## src/cpu_datapath_defs.vh

```
// Shared constants for the sixteen-bit processor datapath and timing
`ifndef CPU_DATAPATH_DEFS_VH
`define CPU_DATAPATH_DEFS_VH

// --------------------------------------------------------------
// Register file addresses
// --------------------------------------------------------------
`define RF_CH_DATA      3'h0
`define RF_INSTR_PTR    3'h1
`define RF_CH_ADDR      3'h2
`define RF_MEM_ADDR     3'h3
`define RF_ACC0         3'h4
`define RF_ACC1         3'h5
`define RF_ACC2         3'h6
`define RF_ACC3         3'h7
`define RF_ADDR_MASK    16'h7fff
`define RF_FULL_MASK    16'hffff
`define RF_RESET        16'h0000

// --------------------------------------------------------------
// Instruction field positions (bit 15 of the word is the MSB)
// --------------------------------------------------------------
`define IR_SINGLE_OP    10
`define IR_ALU_MSB      10
`define IR_ALU_LSB      8
`define IR_SHIFT_MSB    7
`define IR_SHIFT_LSB    6
`define IR_CARRY_MSB    5
`define IR_CARRY_LSB    4
`define IR_DISP_MSB     7
`define IR_DS_MSB       5

// --------------------------------------------------------------
// Operation codes
// --------------------------------------------------------------
`define ALU_AND         3'h7
`define CRY_KEEP        2'h0
`define CRY_ZERO        2'h1
`define CRY_ONE         2'h2
`define CRY_FLIP        2'h3
`define SH_NONE         2'h0
`define SH_LEFT         2'h1
`define SH_RIGHT        2'h2
`define SH_SWAP         2'h3
`define PF_PASS_CPB     2'h0
`define PF_INC          2'h1
`define PF_DEC          2'h2
`define PF_PASS_OPERAND_ADDRESS_BUS    2'h3

// --------------------------------------------------------------
// Timing
// --------------------------------------------------------------
`define SYS_CLK_NS      50
`define BASE_CLK_NS     100
`define STATE_PULSE_NS  100
`define STATE_MIN_NS    300
`define STATE_LONG_NS   400
`define BASE_DIV        (`BASE_CLK_NS / `SYS_CLK_NS)
`define STEPS_MIN       (`STATE_MIN_NS / `BASE_CLK_NS)
`define STEPS_LONG      (`STATE_LONG_NS / `BASE_CLK_NS)

`endif

```

## src/cpu_datapath.v

```verilog
// Sixteen-bit processor datapath: register file, ALU, carry, shifter
`timescale 1ns/1ps
`include "cpu_datapath_defs.vh"
// --------------------------------------------------------------
// --------------------------------------------------------------
module cpu_datapath (
  // Clock and reset
  input  wire        clk_sys,
  input  wire        reset,
  // Register file port one
  input  wire [2:0]  port1ReadAddr,
  input  wire        port1ReadEn,
  input  wire [2:0]  port1WriteAddr,
  input  wire        port1WriteEn,
  // Register file port two
  input  wire [2:0]  port2Addr,
  input  wire        port2ReadEn,
  input  wire        port2WriteEn,
  // Sequencing controls
  input  wire        instrRegLoad,
  input  wire        effectiveAddrState,
  input  wire        inputMuxEn,
  input  wire        dataDriveEn,
  input  wire        carryLoad,
  input  wire        arithLogicClassInstr,
  input  wire [1:0]  procFunc,
  // Timing requests
  input  wire        readModifyWriteStretch,
  input  wire        outputStretch,
  input  wire        slowChannelStretch,
  input  wire        extendPeriod,
  input  wire        memWaitN,
  // Shared data bus, low-true
  input  wire [15:0] dataBusInN,
  output reg  [15:0] dataBusOutN,
  output reg         dataBusOe,
  // Memory and I/O lines
  output reg  [14:0] memAddrOut,
  output wire [5:0]  deviceSelectLinesN,
  // Processor state
  output reg  [15:0] instrReg,
  output wire [15:0] instrRegN,
  output reg         carry,
  output wire        lookaheadCarryResult,
  // Timing
  output wire        baseClock,
  output wire        memClock,
  output wire        timingPhaseA,
  output wire        timingPhaseC,
  output wire        timingPhaseD,
  output wire        stateClock
);

  reg  [15:0] regFile [0:7];
  reg  [15:0] dataMeta;
  reg  [15:0] dataSync;
  reg  [15:0] aluA;
  reg  [15:0] aluB;
  reg         aluInvB;
  reg         aluAnd;
  reg         aluCin;
  reg         baseCarry;
  reg  [1:0]  shiftSel;
  wire [15:0] operandAddressBus;
  wire [15:0] centralBus;
  wire [15:0] inputMuxBus;
  wire [15:0] aluResult;
  wire [15:0] shifterResultBus;
  wire [17:0] shiftExt;
  wire [2:0]  aluFn;
  wire        port2ReadGate;
  wire        carryChain;
  wire        shiftCarry;

  // --------------------------------------------------------------
  // Data bus input synchroniser
  // --------------------------------------------------------------
  // The bus is shared with other boards, so it is resynchronised;
  // this costs two cycles before read data reaches the central bus
  always @(posedge clk_sys) begin
    if (reset) begin
      dataMeta <= 16'h0000;
      dataSync <= 16'h0000;
    end else begin
      dataMeta <= ~dataBusInN;
      dataSync <= dataMeta;
    end
  end

  // --------------------------------------------------------------
  // Register file: one entry per generate pass
  // --------------------------------------------------------------
  genvar r;
  generate
    for (r = 0; r < 8; r = r + 1) begin : rfEntry
      // Pointer and memory address keep fifteen bits only
      localparam [15:0] MASK =
        (r == `RF_INSTR_PTR || r == `RF_MEM_ADDR) ?
        `RF_ADDR_MASK : `RF_FULL_MASK;
      // Port two wins if both ports name the same entry
      always @(posedge clk_sys) begin
        if (reset) begin
          regFile[r] <= `RF_RESET;
        end else if (port2WriteEn && port2Addr == r) begin
          regFile[r] <= shifterResultBus & MASK;
        end else if (port1WriteEn && port1WriteAddr == r) begin
          regFile[r] <= centralBus & MASK;
        end
      end
    end
  endgenerate

  // Read port one onto the operand address bus
  assign operandAddressBus =
    port1ReadEn ? regFile[port1ReadAddr] : 16'h0000;

  // Single-operand operations keep port two off the bus
  assign port2ReadGate = port2ReadEn &
    ~(arithLogicClassInstr & ~instrReg[`IR_SINGLE_OP]);

  // --------------------------------------------------------------
  // Input multiplexor and central bus
  // --------------------------------------------------------------
  assign inputMuxBus = effectiveAddrState ?
    {{8{instrReg[`IR_DISP_MSB]}}, instrReg[7:0]} : dataSync;

  // Sources are OR-ed, as on the open-collector backplane
  assign centralBus =
    (port2ReadGate ? regFile[port2Addr] : 16'h0000) |
    (inputMuxEn ? inputMuxBus : 16'h0000);

  // --------------------------------------------------------------
  // ALU operand and function selection
  // --------------------------------------------------------------
  assign aluFn = instrReg[`IR_ALU_MSB:`IR_ALU_LSB];

  always @* begin
    aluA    = centralBus;
    aluB    = operandAddressBus;
    aluInvB = 1'b0;
    aluAnd  = 1'b0;
    aluCin  = 1'b0;
    if (arithLogicClassInstr) begin
      // Subtract forms add the complement, carry-in adds the one
      aluInvB = ~aluFn[1];
      aluCin  = aluFn[0];
      aluAnd  = (aluFn == `ALU_AND);
    end else begin
      case (procFunc)
        `PF_PASS_CPB: aluB = 16'h0000;
        `PF_INC: begin
          aluB   = 16'h0000;
          aluCin = 1'b1;
        end
        `PF_DEC:      aluB = 16'hffff;
        `PF_PASS_OPERAND_ADDRESS_BUS: aluA = 16'h0000;
        default:      aluB = 16'h0000;
      endcase
    end
  end

  alu_lookahead #(
    .SLICES (4)
  ) aluUnit (
    .opA      (aluA),
    .opB      (aluB),
    .invertB  (aluInvB),
    .andMode  (aluAnd),
    .carryIn  (aluCin),
    .result   (aluResult),
    .carryOut (carryChain)
  );

  assign lookaheadCarryResult = carryChain;

  // --------------------------------------------------------------
  // Carry set-up: computed, never written here
  // --------------------------------------------------------------
  // Stored carry is the base when the instruction carry code is keep
  always @* begin
    case (instrReg[`IR_CARRY_MSB:`IR_CARRY_LSB])
      `CRY_KEEP: baseCarry = carry;
      `CRY_ZERO: baseCarry = 1'b0;
      `CRY_ONE:  baseCarry = 1'b1;
      `CRY_FLIP: baseCarry = ~carry;
      default:   baseCarry = carry;
    endcase
  end

  // --------------------------------------------------------------
  // Shifter: per-bit four-input selector plus carry stage
  // --------------------------------------------------------------
  always @* begin
    if (arithLogicClassInstr) begin
      shiftSel = instrReg[`IR_SHIFT_MSB:`IR_SHIFT_LSB];
    end else begin
      shiftSel = `SH_NONE;
    end
  end

  // Overflow inverts the base carry before the carry stage
  assign shiftExt = {baseCarry ^ carryChain, aluResult,
                     baseCarry ^ carryChain};

  genvar b;
  generate
    for (b = 0; b < 16; b = b + 1) begin : shiftBit
      reg pick;
      always @* begin
        pick = 1'b0;
        case (shiftSel)
          `SH_NONE:  pick = shiftExt[b+1];
          `SH_LEFT:  pick = shiftExt[b];
          `SH_RIGHT: pick = shiftExt[b+2];
          `SH_SWAP:  pick = aluResult[(b+8)%16];
          default:   pick = shiftExt[b+1];
        endcase
      end
      assign shifterResultBus[b] = pick;
    end
  endgenerate

  // Seventeenth stage: the bit pushed out becomes the new carry
  assign shiftCarry =
    (shiftSel == `SH_LEFT)  ? aluResult[15] :
    (shiftSel == `SH_RIGHT) ? aluResult[0]  :
    shiftExt[0];

  // --------------------------------------------------------------
  // Carry, instruction register and output drivers
  // --------------------------------------------------------------
  always @(posedge clk_sys) begin
    if (reset) begin
      carry <= 1'b0;
    end else if (carryLoad) begin
      carry <= shiftCarry;
    end
  end

  always @(posedge clk_sys) begin
    if (reset) begin
      instrReg <= 16'h0000;
    end else if (instrRegLoad) begin
      instrReg <= centralBus;
    end
  end

  assign instrRegN = ~instrReg;

  // Device select is low-true and follows the register at all times
  assign deviceSelectLinesN = instrRegN[`IR_DS_MSB:0];

  // Registered drivers toward memory and the shared bus
  always @(posedge clk_sys) begin
    if (reset) begin
      memAddrOut  <= 15'h0000;
      dataBusOutN <= 16'hffff;
      dataBusOe   <= 1'b0;
    end else begin
      memAddrOut  <= operandAddressBus[14:0];
      dataBusOutN <= ~centralBus;
      dataBusOe   <= dataDriveEn;
    end
  end

  // --------------------------------------------------------------
  // Timing generator
  // --------------------------------------------------------------
  state_timing timing (
    .clk_sys                (clk_sys),
    .reset                  (reset),
    .readModifyWriteStretch (readModifyWriteStretch),
    .outputStretch          (outputStretch),
    .slowChannelStretch     (slowChannelStretch),
    .extendPeriod           (extendPeriod),
    .memWaitN               (memWaitN),
    .baseClock              (baseClock),
    .memClock               (memClock),
    .timingPhaseA           (timingPhaseA),
    .timingPhaseC           (timingPhaseC),
    .timingPhaseD           (timingPhaseD),
    .stateClock             (stateClock)
  );

endmodule

```

## src/alu_lookahead.v

```verilog
// Sixteen-bit ALU from four-bit slices joined by a look-ahead carry unit
`timescale 1ns/1ps
module alu_lookahead #(
  parameter SLICES = 4
) (
  // Operands
  input  wire [4*SLICES-1:0] opA,
  input  wire [4*SLICES-1:0] opB,
  // Controls
  input  wire                invertB,
  input  wire                andMode,
  input  wire                carryIn,
  // Results
  output wire [4*SLICES-1:0] result,
  output wire                carryOut
);

  wire [4*SLICES-1:0] bEff;
  wire [SLICES:0]     chain;
  wire [SLICES-1:0]   sliceGen;
  wire [SLICES-1:0]   slicePro;

  assign bEff     = invertB ? ~opB : opB;
  assign chain[0] = carryIn & ~andMode;
  assign carryOut = chain[SLICES];

  // --------------------------------------------------------------
  // Slices and look-ahead chain
  // --------------------------------------------------------------
  genvar s;
  generate
    for (s = 0; s < SLICES; s = s + 1) begin : slice
      wire [3:0] a;
      wire [3:0] b;
      wire [4:0] gen;
      wire [4:0] pro;
      assign a = opA[4*s+3:4*s];
      assign b = bEff[4*s+3:4*s];
      // Slice generate and propagate come from its own four bits only
      assign gen = {1'b0, a & b} + {1'b0, a | b};
      assign pro = {1'b0, a} + {1'b0, b} + 5'h01;
      assign sliceGen[s] = gen[4] & ~andMode;
      assign slicePro[s] = pro[4] & ~andMode;
      assign result[4*s+3:4*s] = andMode ? (a & b) :
                                 (a + b + {3'h0, chain[s]});
      // Look-ahead: each slice carry from its own generate and propagate and the carry below
      assign chain[s+1] = sliceGen[s] | (slicePro[s] & chain[s]);
    end
  endgenerate

endmodule

```

## src/state_timing.v

```verilog
// Base clock divider and state clock timing generator
`timescale 1ns/1ps
`include "cpu_datapath_defs.vh"
module state_timing (
  // Clock and reset
  input  wire clk_sys,
  input  wire reset,
  // Period requests
  input  wire readModifyWriteStretch,
  input  wire outputStretch,
  input  wire slowChannelStretch,
  input  wire extendPeriod,
  // Memory wait, pulled low by a slow memory
  input  wire memWaitN,
  // Timing outputs
  output reg  baseClock,
  output reg  memClock,
  output wire timingPhaseA,
  output wire timingPhaseC,
  output wire timingPhaseD,
  output wire stateClock
);

  reg [3:0] phase;
  reg [3:0] next_phase;
  reg       dwell;
  reg       waitMeta;
  reg       waitSync;
  wire      baseRise;
  wire      stretch;
  wire      frozen;

  // --------------------------------------------------------------
  // Oscillator divide: two complementary squares
  // --------------------------------------------------------------
  always @(posedge clk_sys) begin
    if (reset) begin
      baseClock <= 1'b0;
      memClock  <= 1'b1;
    end else begin
      baseClock <= ~baseClock;
      memClock  <= baseClock;
    end
  end

  // Wait line is a pin, so it is synchronised first
  always @(posedge clk_sys) begin
    if (reset) begin
      waitMeta <= 1'b1;
      waitSync <= 1'b1;
    end else begin
      waitMeta <= memWaitN;
      waitSync <= waitMeta;
    end
  end

  assign baseRise = ~baseClock;
  assign stretch  = readModifyWriteStretch | outputStretch |
                    slowChannelStretch;
  // Hold in the C-D state while the wait line sits low
  assign frozen   = phase[3] & ~waitSync;

  // --------------------------------------------------------------
  // Phase sequence: A C D, or A B C D when stretched
  // --------------------------------------------------------------
  always @* begin
    case (phase)
      4'h1:    next_phase = stretch ? 4'h2 : 4'h4;
      4'h2:    next_phase = 4'h4;
      4'h4:    next_phase = 4'h8;
      4'h8:    next_phase = 4'h1;
      default: next_phase = 4'h1;
    endcase
  end

  // Shift register stepped on a rising base clock, unless frozen or in the extended-period dwell
  always @(posedge clk_sys) begin
    if (reset) begin
      phase <= 4'h1;
      dwell <= 1'b0;
    end else if (baseRise) begin
      if (frozen) begin
        dwell <= 1'b0;
      end else if (extendPeriod && !dwell) begin
        dwell <= 1'b1;
      end else begin
        dwell <= 1'b0;
        phase <= next_phase;
      end
    end
  end

  assign timingPhaseA = phase[0];
  assign timingPhaseC = phase[2] | phase[3];
  assign timingPhaseD = phase[3];
  // One base period wide: all of phase A, or its first half when the period is extended
  assign stateClock   = phase[0] & ~dwell;

endmodule

```

## config.mk

```make
export PLATFORM = sky130hd
export DESIGN_NAME = cpu_datapath
export DESIGN_NICKNAME = d
export VERILOG_FILES = /design/src/cpu_datapath.v /design/src/alu_lookahead.v /design/src/state_timing.v
export VERILOG_INCLUDE_DIRS = /design/src
export SDC_FILE = /design/constraint.sdc
export NUM_CORES = 1
export LEC_CHECK = 0
export BUFFER_PORTS_ARGS = -buffer_cell sky130_fd_sc_hd__buf_2
export CAP_MARGIN = 20
export CORE_MARGIN = 4
export CORE_UTILIZATION = 45
export DETAILED_ROUTE_END_ITERATION = 8
export PLACE_DENSITY = 0.74
export SYNTH_ARGS = -nofsm -noshare
export SYNTH_HDL_FRONTEND = slang
export SYNTH_SLANG_ARGS = --single-unit
```

## constraint.sdc

```tcl
create_clock -name clk_sys -period 7.05 [get_ports clk_sys]
set_input_delay 1.41 -clock clk_sys [delete_from_list [all_inputs] [get_ports clk_sys]]
set_output_delay 1.41 -clock clk_sys [all_outputs]
set_load 0.01 [all_outputs]
```

==> metrics.yaml <==
status: "completed"
clk_pin_slew_ns: 0.06
drc: 0
cts.repair.resized: 0
setup_viol: 0
maxCapViolCount: 0
ios: 122
tns_ns: 0
drive_gt1_frac: 0.2490
die_h_um: 173.9
grt_pass1_wl_um: 60680
dp.final_hpwl_um: 27370
syn_area_per_cell_um2: 10.52
dp_slack_ns: 0.3928
finalWirelength_um: 40510
required_ns: 5.64
yosysWarnings: 0
grt_overflow: 0
fp.coreArea_um2: 27030
netlist_instances: 1177
clock-root-buffer: "clkbuf_16"
worstPathArrival_ns: 5.11
synth_top_family_by_area: "compound AO/OA/AOI/OAI gates"
cts_tree: "built"
cts_hold_buf: 0
syn-num-nets: 1259
hold_path.class: "reg -> reg"
worst_slew_pin_slew_ns: 1.177
final.fill_count: 2321
muxShareOfSynthArea: 0.1563
numCtsBuffers: 24
synth_xor_area_frac: 0.01556
synth-compound-area-share: 0.1593
postRouteAntennaNets: 0
clockBufferDepth: 3
num_rows: 60
utilization: 0.5214
p_leak_uw: 0.005474
ir_drop_uv: 191.2
netlist_area_um2: 12390
hold_viol: 0
rsz0062_at_grt: "false"
synthAdderAreaFrac: 0.04324
startpoint_type: "primary input"
mostFrequentLayoutCell: "o22ai_1"
finalInstanceArea_um2: 14090
cp-end-kind: "output pin"
ys_seq_area_frac: 0.4510
clock-sinks: 216
antenna_found_initial: 1
grt_usage: 0.2584
hold_slack_ns: 0.4082
postPlaceCellArea_um2: 13280
path_class: "in -> out"
nNetsFinal: 1342
yosysUniqueCellTypes: 71
grt_pass1_vias: 10090
routabilityCongestion: 0.9475
clock_skew_ns: 0.01266
synth-simple-area-share: 0.1191
grt_max_degree: 105
port_buffers: 121
drt-wirelength-per-cell_um: 25.02
fin_crit_ns: 6.516
drt_iter0_drc: 1689
synth-seq-cells: 216
path_max_fanout: 25
cts.htree.levels: 1
finalCritPeriodShare: 0.9242
maxSlewViolCount: 0
async_flop_share: 0
dieArea_um2: 30240
vias: 10450
synthFlopType: "edfxtp_1"
area_growth_pct: 13.78
die_x_um: 173.9
firstDrtPassIters: 6
relSlewSlack: 0.2128
initial_core_util: 0.4583
postCtsSetupBuffers: 0
insertion_delay_ns: 0.52
max_freq_mhz: 153.5
worst_slack_ns: 0.5341
power.density_nw_per_um2: 252.8
rrSetupSlack_ns: 1.72
layout_common_cells: "128 x o22ai_1, 126 x edfxtp_1, 120 x buf_2"
synth_edf_count: 126
viasPerCell: 6.454
## metal layers
layer	global-route usage	wire length [µm]	part of all wire	vias up
met1	0.3328	14250	0.35	4940
met5	0	0	0	-
li1	-	-	-	4530
met3	0.05850	5317	0.13	160
met2	0.4117	18540	0.46	819
met4	0.1316	2411	0.060	0
## through the flow
stage,total power [µW],instances
5_1_grt,3678,1618
4_1_cts,3538,1617
3_5_place_dp,2288,1574
3_3_place_gp,2272,1572
2_1_floorplan,1995,1177
6_report,3562,1619
## power breakdown
group	internal [µW]	switching [µW]
registers	1410	40.2
logic	300	536
clock network	768	504
total	2480	1080
## worst max-delay path, cell delays in order
cell      delay (ns)
buf_2           0.23
buf_12          0.24
mux4_2          0.53
a22oi_1         0.36
o21a_1          0.51
nor2_1          0.15
ha_1            0.39
nand2_1         0.10
a21oi_1         0.04
a211oi_1        0.49
nand2b_1        0.21
o211ai_1        0.19
buf_2           0.21
## worst paths after layout
check | depth (start not counted) | end | from
hold reg to reg | 1 | timing.waitSync$_SDFF_PP1_ | timing.waitMeta$_SDFF_PP1_
setup / recovery | 13 | lookaheadCarryResult | port2Addr[0]
hold / removal | 1 | timing.waitSync$_SDFF_PP1_ | timing.waitMeta$_SDFF_PP1_
setup reg to reg | 18 | regFile[7][13]$_DFFE_PP_ | regFile[2][2]$_DFFE_PP_
## sequential cells by signal (all words and copies together), names as in the netlist
signal / count
dataMeta: 16
timing.baseClock: 1
timing.waitSync: 1
regFile: 126
timing.phase: 4
instrReg: 16
carry: 1
dataBusOutN: 16
dataBusOe: 1
timing.waitMeta: 1
timing.memClock: 1
memAddrOut: 15
dataSync: 16
timing.dwell: 1
## cell usage after synthesis (all sizes together) (4+ instances only)
cell,count,share of area
inv,55,0.017
a21oi,57,0.024
xnor2,22,0.016
a211oi,26,0.018
dfxtp,90,0.15
buf,39,0.019
a31oi,6,0.0030
or2,19,0.0096
mux2i,28,0.023
o21ai,45,0.018
mux2,23,0.021
nand2,112,0.034
nor2b,31,0.016
edfxtp,126,0.31
fa,8,0.013
a221oi,4,0.0062
o22ai,128,0.065
clkbuf,65,0.020
mux4,62,0.11
ha,30,0.030
nand3,13,0.0053
nand2b,5,0.0025
nand4,7,0.0035
and2,5,0.0025
nor2,119,0.036
o21a,4,0.0024
## area by class of cell
| type | instances | area [µm²] | share of cell area |
|---|---|---|---|
| Timing Repair Buffer | 161 | 955.9 | 0.06783 |
| Multi-Input combinational cell | 800 | 6112 | 0.4337 |
| Inverter | 57 | 214.0 | 0.01518 |
| Sequential cell | 216 | 5585 | 0.3963 |
| Clock buffer | 32 | 661.9 | 0.04697 |
| Tap cell | 341 | 426.7 | 0.03028 |
| Clock inverter | 11 | 133.9 | 0.009500 |
| Antenna cell | 1 | 2.502 | 0.0001776 |
## cell families after synthesis
kind of cell    Yosys count
mux                     113
simple gates            326
compound gates          301
fa+ha+maj                38
xor+xnor                 22
buf+inv                 161
flops                   216
No activity file was read; power rests on OpenSTA's default activity.
